<file path="config.mk">
export PLATFORM = sky130hd
export DESIGN_NAME = ppb_programming_connector_port
export DESIGN_NICKNAME = d
export VERILOG_FILES = /design/src/inc/ppb_pkg.sv /design/src/inc/ppb_sync_if.sv /design/src/core/ppb_sync.sv /design/src/core/ppb_programming_connector_port.sv
export VERILOG_INCLUDE_DIRS = /design/src /design/src/inc
export SDC_FILE = /design/constraint.sdc
export NUM_CORES = 1
export LEC_CHECK = 0
export BUFFER_PORTS_ARGS = -buffer_cell sky130_fd_sc_hd__buf_2
export CORE_MARGIN = 4
export CORE_UTILIZATION = 55
export DETAILED_ROUTE_END_ITERATION = 10
export PLACE_DENSITY = 0.78
export SLEW_MARGIN = 10
export SYNTH_ARGS = -nofsm -noshare
export SYNTH_HDL_FRONTEND = slang
export SYNTH_SLANG_ARGS = --single-unit
export TNS_END_PERCENT = 10
</file>
<file path="constraint.sdc">
create_clock -name clk_sys -period 2.1 [get_ports clk_sys]
set_clock_uncertainty 0.1 [all_clocks]
set_input_delay 0.105 -clock clk_sys [delete_from_list [all_inputs] [get_ports clk_sys]]
set_output_delay 0.105 -clock clk_sys [all_outputs]
set_load 0.02 [all_outputs]
</file>
<file path="src/inc/ppb_params.svh">
// constants for the programming port boot control block
// assumes a single 20 MHz system clock and asynchronous active-high reset
`ifndef PPB_PARAMS_SVH
`define PPB_PARAMS_SVH
// clock rate in MHz, period 50 ns
`define PPB_CLK_MHZ 20
// diagnostic poll period in microseconds
`define PPB_POLL_PERIOD_US 1000
// poll period in clock cycles, derived from the rate
`define PPB_POLL_CYCLES (`PPB_POLL_PERIOD_US * `PPB_CLK_MHZ)
// cycles after reset release before boot selects are judged
`define PPB_SENSE_DELAY 3
// cycles the raised transmit line must settle before loop test
`define PPB_LOOP_SETTLE 3
// bits per clocked serial character
`define PPB_SER_BITS 8
// number of pins passed through the synchroniser
`define PPB_SYNC_W 4
// synchroniser bit positions
`define PPB_SYNC_RX 0
`define PPB_SYNC_CLK 1
`define PPB_SYNC_BS0 2
`define PPB_SYNC_BS1 3
`endif

</file>
<file path="src/inc/ppb_pkg.sv">
// types for the programming port boot control block
// assumes ppb_params.svh supplies the numeric constants
package ppb_pkg;
  // boot select sensing sequence after reset
  typedef enum logic {
    PPB_SENSE_WAIT = 1'b0,
    PPB_SENSE_RUN = 1'b1
  } ppb_sense_type;
endpackage : ppb_pkg

</file>
<file path="src/inc/ppb_sync_if.sv">
// carrier between the port logic and its pin synchroniser
// assumes both ends run on clk_sys
interface ppb_sync_if #(parameter int W = 4);
  logic [W-1:0] raw; // pin levels straight from the pads
  logic [W-1:0] synced; // levels after two flip-flops
  modport sync_side (input raw, output synced);
  modport user (output raw, input synced);
endinterface : ppb_sync_if

</file>
<file path="src/core/ppb_sync.sv">
// two flip-flop synchroniser for the port's input pins
// assumes pins are asynchronous to clk_sys
module ppb_sync
  import ppb_pkg::*;
#(
  parameter int W = 4
) (
  input wire logic clk_sys,
  input wire logic reset,
  ppb_sync_if.sync_side sif
);
  logic [W-1:0] stage1_ff; // read only by stage2_ff
  logic [W-1:0] stage2_ff; // safe to use
  logic [W-1:0] nxt_stage1;
  logic [W-1:0] nxt_stage2;

  // next values: plain shift
  always_comb begin
    nxt_stage1 = sif.raw;
    nxt_stage2 = stage1_ff;
  end

  // registers; reset low matches the strap low level
  always_ff @(posedge clk_sys or posedge reset) begin
    if (reset) begin
      stage1_ff <= '0;
      stage2_ff <= '0;
    end else begin
      stage1_ff <= nxt_stage1;
      stage2_ff <= nxt_stage2;
    end
  end

  assign sif.synced = stage2_ff;
endmodule : ppb_sync

</file>
<file path="src/core/ppb_programming_connector_port.sv">
// programming port pin logic: boot select sensing, transmit line
// control, loop cable test, diagnostic attention, clocked serial
// and general I/O remap
// assumes control inputs come from core logic on clk_sys and that
// outside circuitry keeps boot selects low at reset in I/O use
`include "ppb_params.svh"
module ppb_programming_connector_port
  import ppb_pkg::*;
#(
  parameter int POLL_CYCLES = `PPB_POLL_CYCLES,
  parameter int SER_BITS = `PPB_SER_BITS
) (
  input wire logic clk_sys,
  input wire logic reset,
  input wire logic serialAReceive,
  input wire logic serialAClock,
  input wire logic bootSelect0,
  input wire logic bootSelect1,
  input wire logic coldBootEn,
  input wire logic genIoEn,
  input wire logic portC6GenOut,
  input wire logic portC6Value,
  input wire logic uartTxBit,
  input wire logic clockedModeEn,
  input wire logic diagPollEn,
  input wire logic diagIntEn,
  input wire logic statusLevel,
  input wire logic [SER_BITS-1:0] txData,
  input wire logic txLoad,
  output logic serialATransmit,
  output logic statusPin,
  output logic cableAttached,
  output logic loopDetected,
  output logic [1:0] bootSelLevels,
  output logic portC7In,
  output logic portB1In,
  output logic diagAttention,
  output logic [SER_BITS-1:0] rxByte,
  output logic rxByteValid
);
  localparam int POLL_W = $clog2(POLL_CYCLES);
  localparam int CNT_W = $clog2(SER_BITS);

  ppb_sync_if #(.W(`PPB_SYNC_W)) syncBus ();
  logic [`PPB_SYNC_W-1:0] pinSync; // synchronised pin levels

  // all four pins pass two flip-flops before use
  ppb_sync #(.W(`PPB_SYNC_W)) ppb_sync_i (
    .clk_sys(clk_sys),
    .reset(reset),
    .sif(syncBus.sync_side)
  );
  assign syncBus.raw = {bootSelect1, bootSelect0, serialAClock,
                        serialAReceive};
  assign pinSync = syncBus.synced;

  // control group state
  ppb_sense_type sense_ff, nxt_sense; // boot select sensing
  logic [1:0] senseCnt_ff, nxt_senseCnt; // wait after release
  logic cable_ff, nxt_cable; // cable judged present
  logic tx_ff, nxt_tx; // transmit pin
  logic status_ff, nxt_status; // status pin
  logic [1:0] settle_ff, nxt_settle; // loop settle count
  logic loop_ff, nxt_loop; // loop found
  logic [1:0] bootLvl_ff, nxt_bootLvl; // select levels view
  logic c7_ff, nxt_c7; // receive as port C bit 7
  logic b1_ff, nxt_b1; // clock as port B bit 1
  logic [POLL_W-1:0] poll_ff, nxt_poll; // poll interval
  logic diagnostic_connector_ff, nxt_diagnostic_connector; // attention pulse
  // outgoing clocked serial bits; declared here because the transmit
  // mux below reads the top bit
  logic [SER_BITS-1:0] txShift_ff, nxt_txShift;
  logic loopDrive; // loop test forcing transmit high
  logic pollTick; // end of poll interval

  // control group next values
  always_comb begin
    nxt_sense = sense_ff;
    nxt_senseCnt = senseCnt_ff;
    nxt_cable = cable_ff;
    // judged once; later changes of the selects are ignored
    unique case (sense_ff)
      PPB_SENSE_WAIT: begin
        if (senseCnt_ff == 2'(`PPB_SENSE_DELAY - 1)) begin
          nxt_cable = pinSync[`PPB_SYNC_BS0] && pinSync[`PPB_SYNC_BS1];
          nxt_sense = PPB_SENSE_RUN;
        end else begin
          nxt_senseCnt = senseCnt_ff + 2'h1;
        end
      end
      PPB_SENSE_RUN: begin
        nxt_senseCnt = senseCnt_ff;
      end
    endcase
    // transmit source, general I/O first
    loopDrive = portC6GenOut && !coldBootEn && !genIoEn;
    if (genIoEn) begin
      nxt_tx = portC6Value;
    end else if (loopDrive) begin
      nxt_tx = 1'b1;
    end else if (clockedModeEn) begin
      nxt_tx = txShift_ff[SER_BITS-1];
    end else if (coldBootEn) begin
      nxt_tx = uartTxBit;
    end else begin
      nxt_tx = 1'b0;
    end
    // status is an output in every mode
    nxt_status = statusLevel;
    // loop test waits for the raised line to settle at the select
    if (loopDrive && tx_ff) begin
      nxt_settle = (settle_ff == 2'(`PPB_LOOP_SETTLE)) ? settle_ff
                   : settle_ff + 2'h1;
    end else begin
      nxt_settle = 2'h0;
    end
    nxt_loop = loopDrive && tx_ff && pinSync[`PPB_SYNC_BS0]
               && (settle_ff == 2'(`PPB_LOOP_SETTLE));
    nxt_bootLvl = {pinSync[`PPB_SYNC_BS1], pinSync[`PPB_SYNC_BS0]};
    nxt_c7 = genIoEn && pinSync[`PPB_SYNC_RX];
    nxt_b1 = genIoEn && pinSync[`PPB_SYNC_CLK];
    // poll interval runs only while polling is chosen
    pollTick = (poll_ff == POLL_W'(POLL_CYCLES - 1));
    if (!diagPollEn || pollTick) begin
      nxt_poll = '0;
    end else begin
      nxt_poll = poll_ff + POLL_W'(1);
    end
    // idle line is high; a low level means traffic has started
    nxt_diagnostic_connector = !genIoEn && !pinSync[`PPB_SYNC_RX]
               && (diagIntEn || (diagPollEn && pollTick));
  end

  // control group registers
  always_ff @(posedge clk_sys or posedge reset) begin
    if (reset) begin
      sense_ff <= PPB_SENSE_WAIT;
      senseCnt_ff <= 2'h0;
      cable_ff <= 1'b0;
      tx_ff <= 1'b0;
      status_ff <= 1'b0;
      settle_ff <= 2'h0;
      loop_ff <= 1'b0;
      bootLvl_ff <= 2'h0;
      c7_ff <= 1'b0;
      b1_ff <= 1'b0;
      poll_ff <= '0;
      diagnostic_connector_ff <= 1'b0;
    end else begin
      sense_ff <= nxt_sense;
      senseCnt_ff <= nxt_senseCnt;
      cable_ff <= nxt_cable;
      tx_ff <= nxt_tx;
      status_ff <= nxt_status;
      settle_ff <= nxt_settle;
      loop_ff <= nxt_loop;
      bootLvl_ff <= nxt_bootLvl;
      c7_ff <= nxt_c7;
      b1_ff <= nxt_b1;
      poll_ff <= nxt_poll;
      diagnostic_connector_ff <= nxt_diagnostic_connector;
    end
  end

  // clocked serial group state
  logic clkHist_ff, nxt_clkHist; // previous synced clock
  logic [SER_BITS-1:0] rxShift_ff, nxt_rxShift; // incoming bits
  logic [CNT_W-1:0] bitCnt_ff, nxt_bitCnt; // bits received
  logic [SER_BITS-1:0] rxByte_ff, nxt_rxByte; // last character
  logic rxValid_ff, nxt_rxValid; // one-cycle strobe
  logic clkRise; // partner clock rose: sample receive
  logic clkFall; // partner clock fell: present next bit

  // clocked serial next values; partner drives clock and data
  always_comb begin
    clkRise = pinSync[`PPB_SYNC_CLK] && !clkHist_ff;
    clkFall = !pinSync[`PPB_SYNC_CLK] && clkHist_ff;
    nxt_clkHist = pinSync[`PPB_SYNC_CLK];
    nxt_rxShift = rxShift_ff;
    nxt_txShift = txShift_ff;
    nxt_bitCnt = bitCnt_ff;
    nxt_rxByte = rxByte_ff;
    nxt_rxValid = 1'b0;
    if (!clockedModeEn || genIoEn) begin
      nxt_bitCnt = '0; // leaving the mode drops a partial character
    end else if (clkRise) begin
      nxt_rxShift = {rxShift_ff[SER_BITS-2:0], pinSync[`PPB_SYNC_RX]};
      if (bitCnt_ff == CNT_W'(SER_BITS - 1)) begin
        nxt_rxByte = {rxShift_ff[SER_BITS-2:0], pinSync[`PPB_SYNC_RX]};
        nxt_rxValid = 1'b1;
        nxt_bitCnt = '0;
      end else begin
        nxt_bitCnt = bitCnt_ff + CNT_W'(1);
      end
    end
    // a load wins over a shift in the same cycle
    if (txLoad) begin
      nxt_txShift = txData;
    end else if (clockedModeEn && clkFall) begin
      nxt_txShift = {txShift_ff[SER_BITS-2:0], 1'b1};
    end
  end

  // clocked serial registers
  always_ff @(posedge clk_sys or posedge reset) begin
    if (reset) begin
      clkHist_ff <= 1'b0;
      rxShift_ff <= '0;
      txShift_ff <= '0;
      bitCnt_ff <= '0;
      rxByte_ff <= '0;
      rxValid_ff <= 1'b0;
    end else begin
      clkHist_ff <= nxt_clkHist;
      rxShift_ff <= nxt_rxShift;
      txShift_ff <= nxt_txShift;
      bitCnt_ff <= nxt_bitCnt;
      rxByte_ff <= nxt_rxByte;
      rxValid_ff <= nxt_rxValid;
    end
  end

  // outputs straight from flip-flops
  assign serialATransmit = tx_ff;
  assign statusPin = status_ff;
  assign cableAttached = cable_ff;
  assign loopDetected = loop_ff;
  assign bootSelLevels = bootLvl_ff;
  assign portC7In = c7_ff;
  assign portB1In = b1_ff;
  assign diagAttention = diagnostic_connector_ff;
  assign rxByte = rxByte_ff;
  assign rxByteValid = rxValid_ff;
endmodule : ppb_programming_connector_port

</file>
### Word level (Yosys, flattened, before mapping)

Index checks and enable logic that the tools add are counted.

* bits of input ports: 24
* register bits: 65

* reduce and logical (&&, ||, !) cells: 30
* bitwise logic cells: 2
* $add $sub $neg: 4
* eq/ne operators: 6
* muxes and demuxes: 19

Operators with widths (count)
* 2-to-1 mux 8 bit: 2
* adder 15 x 1 -> 15 bit (second input constant): 1
* equality test 15 bit (second input constant): 1
* 2-to-1 mux 15 bit: 1
* logical AND 1 bit: 14
* 2-to-1 mux 1 bit: 9
* 2-to-1 mux 3 bit: 3
* 2-to-1 mux 2 bit: 4
* zero test 1 bit: 7
* AND reduction 2 bit: 3
* adder 2 x 1 -> 2 bit (second input constant): 2
* equality test 2 bit (second input constant): 2
* != test 2 bit (second input constant): 2
* nonzero test 2 bit: 2
* adder 3 x 1 -> 3 bit (second input constant): 1
* equality test 3 bit (second input constant): 1
* logical OR 1 bit: 3
* AND reduction 3 bit: 1
* inverter 1 bit: 2

### Longest topological paths before layout

Gate-level depths: netlist (run 1).

* word-level depth: 6
* mapped depth: 7
* depth with buffers taken out: 5

### Hierarchy

From an unflattened synthesis (run 1), not the netlist that was laid out.

* cells, all modules: 211
* area, all modules: 2735.1 sq um

By module, submodules not included
* ppb_programming_connector_port: cells each 202, seq. area each 1426.4 sq um, area each 2531.2 sq um, times used 1
* ppb_sync: cells each 9, seq. area each 200.2 sq um, area each 203.9 sq um, times used 1

### Worst setup path before layout (run 1)

Ideal clock, no wire load.

* path type: register to register
* start point: register poll_ff[0]
* end point: register poll_ff[10]
* cell stages (with the launch flop): 8
* data required time: 1929 ps
* library setup time: 71 ps
* data arrival time: 1331 ps
* path slack: 597 ps
* cell sequence: dfrtp_1 ha_1 and4_1 buf_4 nand4_2 nand2_1 buf_6 nor2_1

* cells in the longest elaborated chain, start to end: 3
* elaborated cells on any way between the ends: 4
* those cells by class: 1 x add/sub; 1 x eq/ne; 1 x mux; 1 x reduce/logical

RTL lines
* start, declared: RTL line ppb_programming_connector_port.sv:68 `logic [POLL_W-1:0] poll_ff, nxt_poll;`
* start signal, assigned: RTL line ppb_programming_connector_port.sv:160 `poll_ff <= nxt_poll;`
* parallel branches: the longest is 2 deep, another holds adder 15 x 1 -> 15 bit
* 2-to-1 mux 15 bit *: RTL line ppb_programming_connector_port.sv:124 `if (!diagPollEn || pollTick) begin`
* named net nxt_poll[10]: RTL line ppb_programming_connector_port.sv:68

Mark *: on every way through the listed nets, which the timed path passes.
A chain may end at the register's enable or synchronous reset.

### Final worst setup path (run 1)

* start point: register poll_ff[0]
* end point: register poll_ff[11]

The elaborated chain is that of the path after synthesis.

==> flow_metrics.tcl, run 1 <==
set metrics [dict create \
    insertion_delay_ns 0.33 \
    crit_slowest_cell "dfrtp_1" \
    finalCritPeriodShare_pct 83.0 \
    ant_nets 0 \
    vias_per_cell 5.15 \
    cp_cell_sequence "ha_1 > and4_1 > nand4_2 > nand2_1 > nor2_1" \
    start_util_pct 56.6 \
    rows 25 \
    seq_area_frac_synth_pct 61.3 \
    r2r_slack_ns 0.36 \
    syn_avg_cell_area_um2 12.9 \
    layout_commonest_cell "dfrtp_1" \
    synth-compound-area-share_pct 3.02 \
    hp-class "in2reg" \
    drtPass1Iterations 4 \
    ys_types 36 \
    path_max_fanout 11 \
    layout_common_cells "65 x dfrtp_1, 41 x buf_2, 23 x nor2_1, 17 x dlygate4sd3_1" \
    fp.dieW_um 77.5 \
    cts_setup_buffers 0 \
    port_buffers 41 \
    crit_arrival_ns 1.85 \
    timing.setup.tns_ns 0 \
    synth.ff_latch_count 65 \
    synth_top_family_by_area "simple AND/OR/NAND/NOR gates" \
    grt_pass1_vias 1742 \
    die_h_um 77.5 \
    dp_hpwl_mm 3.03 \
    wl_met1_mm 2.02 \
    layout-drive-gt1-share_pct 26.4 \
    gp_congestion 0.824 \
    finalHoldViolations 0 \
    clock_sinks 65 \
    wl_mm 4.59 \
    grt_max_degree 42 \
    ir_drop_mv 0.470 \
    p_leak_nw 1.70 \
    clk_pin_slew_ns 0.07 \
    grt.total_usage_pct 17.9 \
    grt_setup_unrepaired "false" \
    syn-num-nets 235 \
    die_area_um2 6000 \
    htree_levels 3 \
    synthAdderAreaFrac_pct 2.36 \
    max_freq_mhz 574 \
    cts_buffers 9 \
    synth_xor_area_share_pct 4.95 \
    synth.area.mux_share_pct 11.7 \
    powerDensity_nw_per_um2 763 \
    coreArea_um2 4690 \
    synth_simple_gate_area_share_pct 14.3 \
    grt_pass1_wl_mm 8.25 \
    slew_headroom_pct 65.6 \
    wl_met3_um 262 \
    syn_area_um2 2650 \
    status "completed" \
    whs_ns 0.0171 \
    setup_violations 0 \
    placedInstanceArea_um2 2910 \
    cts-root-buf "clkbuf_8" \
    detail_route.wl_per_cell_um 14.0 \
    ys.warnings.count 0 \
    grt-ovfl-total 0 \
    slowest_delay_ns 0.38 \
    worst_slew_pin_slew_ns 0.515 \
    start_kind "flip-flop" \
    highest_layer "met4" \
    synth_cells 206 \
    n_antenna_cell 0 \
    synthToLayoutAreaGrowth_pct 22.3 \
    drcViolationCount 0 \
    io_pins 42 \
    slew_violations 0 \
    worstSetupPathType "reg2reg" \
    fin_nets 299 \
    crit_buf_inv 0 \
    cp_top_family "simple AND/OR/NAND/NOR gates" \
    required_ns 2.20 \
    drt_iter0_drc 153 \
    fillers 357 \
    antenna_found_initial 0 \
    vias 1685 \
    maxCapViolations 0 \
    wl_met2_mm 2.24 \
    period_needed_ns 1.74 \
    cts_tree "yes" \
    crit_path_end_kind "flip-flop" \
    fin_area_um2 3250 \
    clockBufferDepth 2 \
]
[logic make-up (layout without fill, tap and decap cells)]
kind of cell | after synthesis | after routing
XOR/XNOR | 15 | 15
adder cells (fa/ha/maj) | 5 | 5
flip-flops | 65 | 65
AND/OR/NAND/NOR | 68 | 68
multiplexers | 26 | 26
AO/OA/AOI/OAI | 15 | 15
buffers and inverters | 12 | 79
[stage by stage]
stage	instances	util [%]	power (mW)	worst slack (ns)
after global routing	327	69.2	2.61	0.197
after detailed placement	296	61.9	1.57	0.356
final	327	69.2	2.48	0.357
after CTS	327	69.2	2.51	0.337
after global placement	296	61.9	1.56	0.431
after floorplan	206	-	1.50	0.269
[per-layer routing]
layer  vias up  GRT usage (%)
met4         0           6.94
met2        50           27.8
li1        824              -
met1       803           22.7
met3         8           6.84
met5         -              0
[cell usage after synthesis]
| cell | number | area share [%] |
|---|---|---|
| nor2_8 | 1 | 0.75 |
| dfrtp_1 | 65 | 61 |
| nand2b_4 | 1 | 0.52 |
| mux2_2 | 1 | 0.42 |
| xor2_1 | 13 | 4.3 |
| nor4b_1 | 1 | 0.33 |
| inv_2 | 1 | 0.14 |
| mux2i_1 | 10 | 3.8 |
| o21ai_1 | 8 | 1.5 |
| a21oi_1 | 4 | 0.75 |
| xnor2_1 | 2 | 0.66 |
| nand2_4 | 1 | 0.42 |
| nand2b_1 | 1 | 0.24 |
| nand4_1 | 5 | 1.2 |
| buf_4 | 2 | 0.57 |
| o21bai_1 | 1 | 0.28 |
| nand3_1 | 5 | 0.94 |
| nor2_1 | 23 | 3.3 |
| mux2_1 | 7 | 3.0 |
| buf_2 | 2 | 0.38 |
| ha_1 | 5 | 2.4 |
| clkbuf_1 | 1 | 0.14 |
| buf_6 | 1 | 0.42 |
| o21ai_0 | 1 | 0.19 |
| and4_1 | 4 | 1.3 |
| inv_1 | 5 | 0.71 |
| mux2_4 | 8 | 4.5 |
| nor3_1 | 2 | 0.38 |
| nand3b_1 | 2 | 0.57 |
| and2_1 | 3 | 0.71 |
| nand2_1 | 13 | 1.8 |
| nor3b_2 | 1 | 0.47 |
| o31ai_1 | 1 | 0.28 |
| nand4_2 | 1 | 0.47 |
| nor2b_1 | 2 | 0.47 |
| and3_1 | 2 | 0.47 |
[final timing paths]
path,from,endpoint,cells after the start
max,poll_ff[0]$_DFF_PP0_,poll_ff[11]$_DFF_PP0_,5
min reg2reg,ppb_sync_i.nxt_stage2[2]$_DFF_PP0_,ppb_sync_i.sif.synced[2]$_DFF_PP0_,0
min in group asynchronous,reset,bootSelLevels[0]$_DFF_PP0_,3
min,clockedModeEn,bitCnt_ff[1]$_DFFE_PP0P_,3
max reg2reg,poll_ff[0]$_DFF_PP0_,poll_ff[11]$_DFF_PP0_,5
max in group asynchronous,reset,poll_ff[5]$_DFF_PP0_,4
[registers in the layout, indices dropped and copies added (netlist names)]
name                   count
poll_ff                   15
txShift_ff                 8
serialATransmit            1
ppb_sync_i.nxt_stage2      4
rxShift_ff                 7
bootSelLevels              2
settle_ff                  2
rxByte                     8
portB1In                   1
senseCnt_ff                2
sense_ff                   1
cableAttached              1
bitCnt_ff                  3
diagAttention              1
rxByteValid                1
clkHist_ff                 1
statusPin                  1
loopDetected               1
ppb_sync_i.sif.synced      4
portC7In                   1
[power breakdown]
group / internal (mW) / total [mW] / switching (mW)
combinational: 0.0973 / 0.196 / 0.0985
clock: 0.475 / 0.909 / 0.434
sequential: 1.33 / 1.37 / 0.0472
total: 1.90 / 2.48 / 0.580
[final cells by class]
cell class                 instances  area [um2]  area share, %
clock buffer                      11         151           4.66
clock inverter                     3        17.5          0.540
inverter                           6        22.5          0.694
multi-input combinational        129         965           29.7
sequential                        65        1630           50.1
tap                               54        67.6           2.08
timing repair buffer              59         395           12.2
[worst reg2reg max path, stage by stage, from the launching register on]
cell and delay [ns]:
dfrtp_1 0.38, ha_1 0.21, and4_1 0.35, nand4_2 0.15, nand2_1 0.33, nor2_1 0.10
[repair_timing]
action / in CTS / in global routing
endpoints found under the hold margin: 40 / 0
hold buffers: 17 / 0
resized for setup: 0 / 0
(Power assumes the default switching activity.)
==> inputs of run 2 (changes only) <==
- ABC_AREA: not set -> 1
- CORE_UTILIZATION: 55 -> 56
- PLACE_DENSITY: 0.78 -> 0.79
- clock period: 2.1 -> 1.8 ns (I/O delays scaled with it)
==> run 2 against run 1 <==
Sequential power rose by 15%. Die area is 4.1% higher. Global-route usage increased by 0.23 points. Hold slack improved by 0.028 ns. Sequential share of layout area down 3.7 points. Largest cell class unchanged.
==> flow_metrics.tcl, run 2 <==
set metrics [dict create \
    powerDensity_nw_per_um2 896 \
    clk_pin_slew_ns 0.07 \
    layout_common_cells "65 x dfrtp_1, 56 x nand2_1, 41 x buf_2, 39 x inv_1, 38 x nor2_1" \
    drcViolationCount 0 \
    ant_nets 0 \
    p_switching_mw 0.723 \
    port_buffers 41 \
    max_freq_mhz 643 \
    antenna_found_initial 0 \
    synth_top_area_share_pct 57.6 \
    combPwrFrac_pct 8.3 \
    insertion_delay_ns 0.34 \
    layout_commonest_cell "dfrtp_1" \
    crit_path_end_kind "flip-flop" \
    p_seq_share_pct 50.1 \
    cts_setup_buffers 0 \
    required_ns 1.92 \
    seq_area_frac_synth_pct 57.6 \
    synthToLayoutAreaGrowth_pct 24.0 \
    slew_headroom_pct 75.0 \
    drt_iter0_drc 125 \
    io_pins 42 \
    maxCapViolations 0 \
    grt_pass1_wl_mm 8.76 \
    clock_sinks 65 \
    slowest_delay_ns 0.42 \
    gp_congestion 0.853 \
    crit_slowest_cell "dfrtp_1" \
    swShare_pct 23.0 \
    syn_avg_cell_area_um2 9.45 \
    pwr-share-clk_pct 41.7 \
    synth_edf_count 0 \
    ys_types 27 \
    async_reset_ff_share_pct 100 \
    coreArea_um2 4820 \
    crit_arrival_ns 1.67 \
    worstSetupPathType "reg2reg" \
    fin_nets 397 \
    grt-ovfl-total 0 \
    worst_slew_pin_slew_ns 0.373 \
    status "completed" \
    cts_buffers 9 \
    synth_cells 299 \
    setup_violations 0 \
    slew_violations 0 \
    timing.setup.tns_ns 0 \
    period_needed_ns 1.55 \
    clockBufferDepth 2 \
    grt.total_usage_pct 18.1 \
    place_ws_ns 0.244 \
    synth_common_cells "65 x dfrtp_1, 56 x nand2_1, 40 x inv_1" \
    fp.dieW_um 79.0 \
    cts_tree "yes" \
    dp_hpwl_mm 3.44 \
    ys.warnings.count 0 \
    intPower_mw 2.42 \
    grt_setup_unrepaired "false" \
    fin_ws_ns 0.246 \
    grt_max_degree 66 \
    detail_route.wl_per_cell_um 11.4 \
    cts-root-buf "clkbuf_8" \
    hp-class "in2reg" \
    start_util_pct 58.6 \
    synth.ff_latch_count 65 \
    htree_levels 3 \
    cp_cell_sequence "ha_1 > nand3_4 > nor2_4 > nand2_2 > nand2_4 > nor2_1" \
    vias_per_cell 4.80 \
    rows 25 \
    drtPass1Iterations 4 \
    regMostFlops "poll_ff" \
    p_leak_nw 1.75 \
    synth_ff_type "dfrtp_1" \
    synth_area_leaders "dfrtp_1 58%, nand2_1 7.4%, inv_1 5.3%" \
    die_area_um2 6250 \
    ir_drop_mv 0.990 \
    syn_area_um2 2830 \
    path_max_fanout 15 \
    layout-drive-gt1-share_pct 22.8 \
    largest_register_ffs 15 \
    n_antenna_cell 0 \
    die_h_um 79.0 \
    start_kind "flip-flop" \
    wl_mm 5.00 \
    finalCritPeriodShare_pct 86.3 \
    vias 2110 \
    syn-num-nets 328 \
    grt_pass1_vias 2132 \
    finalHoldViolations 0 \
    synth_most_common_cell "dfrtp_1" \
    synth_top_area_cell "dfrtp_1" \
]
run 2: worst max-delay path: cells and delay by family, from the launching register on:
kind,cells,cell delay [ns]
and+or+nand+nor,5,0.62
DFF,1,0.42
adders and majority gates,1,0.29
run 2: path summary, 6_finish.rpt:
kind	slack (ns)	start	end	depth (start not counted)
max in group asynchronous	1.03	reset	diagAttention$_DFF_PP0_	4
worst min-delay path	0.05	txLoad	txShift_ff[1]$_DFFE_PP0P_	3
min in group asynchronous	0.27	reset	statusPin$_DFF_PP0_	4
worst min register to register	0.25	ppb_sync_i.nxt_stage2[1]$_DFF_PP0_	ppb_sync_i.sif.synced[1]$_DFF_PP0_	0
worst max-delay path	0.25	poll_ff[0]$_DFF_PP0_	poll_ff[8]$_DFF_PP0_	6
worst max register to register	0.25	poll_ff[0]$_DFF_PP0_	poll_ff[8]$_DFF_PP0_	6
run 2: final cells by class:
class / instances / area, um2
Clock buffer: 10 / 128
Timing Repair Buffer: 62 / 423
Sequential cell: 65 / 1630
Tap cell: 67 / 83.8
Inverter: 41 / 158
Fill cell: 357 / 1310
Clock inverter: 6 / 82.6
Multi-Input combinational cell: 189 / 1000
run 2: cell families after synthesis:
group	after synthesis	share of synthesized area (%)
and+or+nand+nor	136	23.0
DFF	65	57.6
buffers and inverters	45	6.91
AOI/OAI and AO/OA	38	7.13
xor gates and xnor gates	9	2.79
adders and majority gates	5	2.21
muxes	1	0.354
run 2: what timing repair did:
| action | CTS | global route |
|---|---|---|
| gates resized for setup | 0 | 0 |
| hold buffers | 19 | 0 |
| hold endpoints to repair | 82 | 0 |
run 2: per-layer routing:
| metal | track usage (%) | part of all wire, % | wire length, um |
|---|---|---|---|
| met5 | 0 | 0 | 0 |
| met4 | 8.42 | 1.4 | 69 |
| met3 | 5.90 | 4.5 | 223 |
| met2 | 31.0 | 51 | 2530 |
| met1 | 20.5 | 43 | 2170 |
run 2: per-stage QoR:
step / power (mW) / utilization [%] / hold slack, ns / cells / cell area, um2
2_1_floorplan: 1.75 / - / 0.0214 / 299 / 2830
3_3_place_gp: 1.82 / 64.4 / 0.0977 / 405 / 3100
3_5_place_dp: 1.83 / 64.4 / 0.0993 / 405 / 3100
4_1_cts: 3.17 / 72.8 / 0.0290 / 440 / 3500
5_1_grt: 3.28 / 72.8 / 0.0529 / 440 / 3500
6_report: 3.14 / 72.8 / 0.0453 / 440 / 3500
run 2: power by group through the flow:
stage                     Sequential [mW]  Clock (mW)  Combinational [mW]
final                                1.57        1.31               0.260
after detailed placement             1.60           0               0.230
after global placement               1.60           0               0.223
after CTS                            1.57        1.34               0.264
after floorplan                      1.61           0               0.145
after global routing                 1.58        1.40               0.300
==> inputs of run 3 (changes only) <==
- BUFFER_PORTS_ARGS: -buffer_cell sky130_fd_sc_hd__buf_2 -> -buffer_cell sky130_fd_sc_hd__buf_4
- SYNTH_HIERARCHICAL: not set -> 1
==> run 3 against run 2 <==
Utilization grew 1.8 points. First-iteration DRC count shrank 37%. Design area grew 1.2%. Combinational power grew 12%. Fmax shrank 1.4%. Critical path depth is the same. Highest routed layer unchanged. Clock power shrank 21%. Register-to-register slack is essentially flat. Sequential share of layout area shrank 0.54 points. Area after synthesis shrank 2.0%. Total power shrank 7.3%. Largest power group unchanged. Sequential power is essentially flat.
==> flow_metrics.tcl, run 3 <==
set metrics [dict create \
    slew_headroom_pct 61.1 \
    htree_levels 3 \
    vias_per_cell 4.95 \
    clockBufferDepth 2 \
    wl_mm 5.51 \
    die_h_um 78.3 \
    detail_route.wl_per_cell_um 12.4 \
    p_leak_nw 1.78 \
    slew_violations 0 \
    max_freq_mhz 635 \
    synthToLayoutAreaGrowth_pct 28.1 \
    p_switching_mw 0.716 \
    period_needed_ns 1.58 \
    ys_types 28 \
    ir_drop_mv 0.695 \
    fin_nets 401 \
    n_antenna_cell 0 \
    finalHoldViolations 0 \
    worstSetupPathType "in2reg" \
    synth_cells 299 \
    coreArea_um2 4750 \
    crit_top_cell "dlygate4sd3_1" \
    vias 2194 \
    path_max_fanout 5 \
    worst_slew_pin_slew_ns 0.583 \
    clock_sinks 65 \
    gp_congestion 0.882 \
    wl_met1_mm 2.37 \
    async_reset_ff_share_pct 100 \
    die_area_um2 6130 \
    grt_setup_unrepaired "false" \
    io_pins 42 \
    synth_common_cells "65 x dfrtp_1, 62 x nand2_1, 51 x nor2_1" \
    combPwrFrac_pct 10.0 \
    swShare_pct 24.6 \
    setup_violations 0 \
    crit_arrival_ns 1.74 \
    start_kind "primary input" \
    whs_path_depth 5 \
    largest_register_ffs 15 \
    maxCapViolations 0 \
    timing.setup.tns_ns 0 \
    grt_max_degree 31 \
    drcViolationCount 0 \
    crit_buf_inv 4 \
    intPower_mw 2.19 \
    seq_area_frac_synth_pct 58.8 \
    grt.total_usage_pct 20.2 \
    cts_buffers 9 \
    dp_hpwl_mm 3.56 \
    status "completed" \
    antenna_found_initial 0 \
    crit_slowest_cell "dlygate4sd3_1" \
    grt_pass1_vias 2181 \
    synth_edf_count 0 \
    synth_top_area_share_pct 58.8 \
    layout_commonest_cell "dfrtp_1" \
    reg2reg_depth 6 \
    p_seq_share_pct 54.2 \
    insertion_delay_ns 0.34 \
    synth.ff_latch_count 65 \
    crit_path_end_kind "flip-flop" \
    powerDensity_nw_per_um2 821 \
    hp-class "in2reg" \
    cts_resized 0 \
    clk_pin_slew_ns 0.06 \
    synth_most_common_cell "dfrtp_1" \
    cts_tree "yes" \
    regMostFlops "poll_ff" \
    grt-ovfl-total 0 \
    highest_layer "met4" \
    cp_top_family "buffers and inverters" \
    port_buffers 41 \
    start_util_pct 58.2 \
    syn_area_um2 2770 \
    cp_cell_sequence "dlygate4sd3_1 > buf_4 > inv_1 > nand4_1 > dlygate4sd3_1 > a21oi_1" \
    syn_avg_cell_area_um2 9.26 \
    wl_met3_um 225 \
    syn-num-nets 328 \
    cp_num_cells 6 \
    pwr-share-clk_pct 35.8 \
    finalCritPeriodShare_pct 87.6 \
    layout_common_cells "65 x dfrtp_1, 62 x nand2_1, 51 x nor2_1, 41 x buf_4, 37 x inv_1" \
    layout-drive-gt1-share_pct 17.8 \
    cts-root-buf "clkbuf_8" \
    drt_iter0_drc 79 \
    fp.dieW_um 78.3 \
    drtPass1Iterations 4 \
    synth_area_leaders "dfrtp_1 59%, nand2_1 8.4%, nor2_1 6.9%" \
    wl_met2_mm 2.84 \
    synth_top_area_cell "dfrtp_1" \
    grt_pass1_wl_mm 9.45 \
    rows 25 \
    ant_nets 0 \
    required_ns 1.96 \
    whs_ns 0.0550 \
    synth_ff_type "dfrtp_1" \
    slowest_delay_ns 0.61 \
    ys.warnings.count 6 \
]
## run 3: cells by family after synthesis
kind of cell	synth area share [%]
AND/OR/NAND/NOR	22.6
buffers and inverters	6.60
XOR/XNOR	2.53
flip-flops	58.8
adder cells (fa/ha/maj)	2.26
AO/OA/AOI/OAI	7.23
## run 3: cell type report
| cell class | instances | area, um2 |
|---|---|---|
| Clock buffer | 12 | 145 |
| Tap cell | 67 | 83.8 |
| Sequential cell | 65 | 1630 |
| Timing Repair Buffer | 66 | 568 |
| Fill cell | 330 | 1210 |
| Inverter | 39 | 146 |
| Clock inverter | 3 | 17.5 |
| Multi-Input combinational cell | 191 | 958 |
## run 3: metrics by stage
stage          setup slack [ns]  instances  area [um2]  utilization (%)  total power [mW]
5_1_grt                  0.0704        443        3550             74.6              3.04
6_report                  0.224        443        3550             74.6              2.91
2_1_floorplan             0.210        299        2770                -              1.74
3_5_place_dp              0.255        404        3140             66.1              1.85
4_1_cts                   0.231        443        3550             74.6              2.92
3_3_place_gp              0.317        404        3140             66.1              1.83
## run 3: power by group through the flow
stage / sequential [mW] / clock, mW / combinational (mW)
floorplan: 1.60 / 0 / 0.136
global placement: 1.60 / 0 / 0.237
detailed placement: 1.60 / 0 / 0.245
CTS: 1.57 / 1.06 / 0.288
global route: 1.58 / 1.13 / 0.329
finish: 1.58 / 1.04 / 0.292
## run 3: path summary, 6_finish.rpt
kind / start / slack (ns) / end
max: genIoEn / 0.22 / settle_ff[1]$_DFFE_PP0P_
min: clockedModeEn / 0.05 / rxShift_ff[6]$_DFFE_PP0N_
max reg2reg: poll_ff[0]$_DFF_PP0_ / 0.24 / poll_ff[10]$_DFF_PP0_
min reg2reg: ppb_sync_i/nxt_stage2[1]$_DFF_PP0_ / 0.25 / ppb_sync_i/sif.synced[1]$_DFF_PP0_
max in group asynchronous: reset / 0.75 / rxByte[5]$_DFFE_PP0P_
min in group asynchronous: reset / 0.16 / ppb_sync_i/nxt_stage2[0]$_DFF_PP0_
## run 3: repair_timing
action                    CTS  global route
hold buffers               24             0
hold endpoints to repair   57             0
buffers inserted            0             0
## run 3: worst register-to-register path, cell delays in order, from the launching register on
cell and delay (ns):
dfrtp_1 0.41, ha_1 0.23, nand3_2 0.12, nor2_1 0.15, nand2_1 0.10, nand2_2 0.24, nor2_1 0.09
## run 3: routing by layer
layer,track usage (%),up-vias
met5,0,-
met4,8.39,0
met3,5.62,9
met2,35.0,50
met1,23.5,1048
li1,-,1087
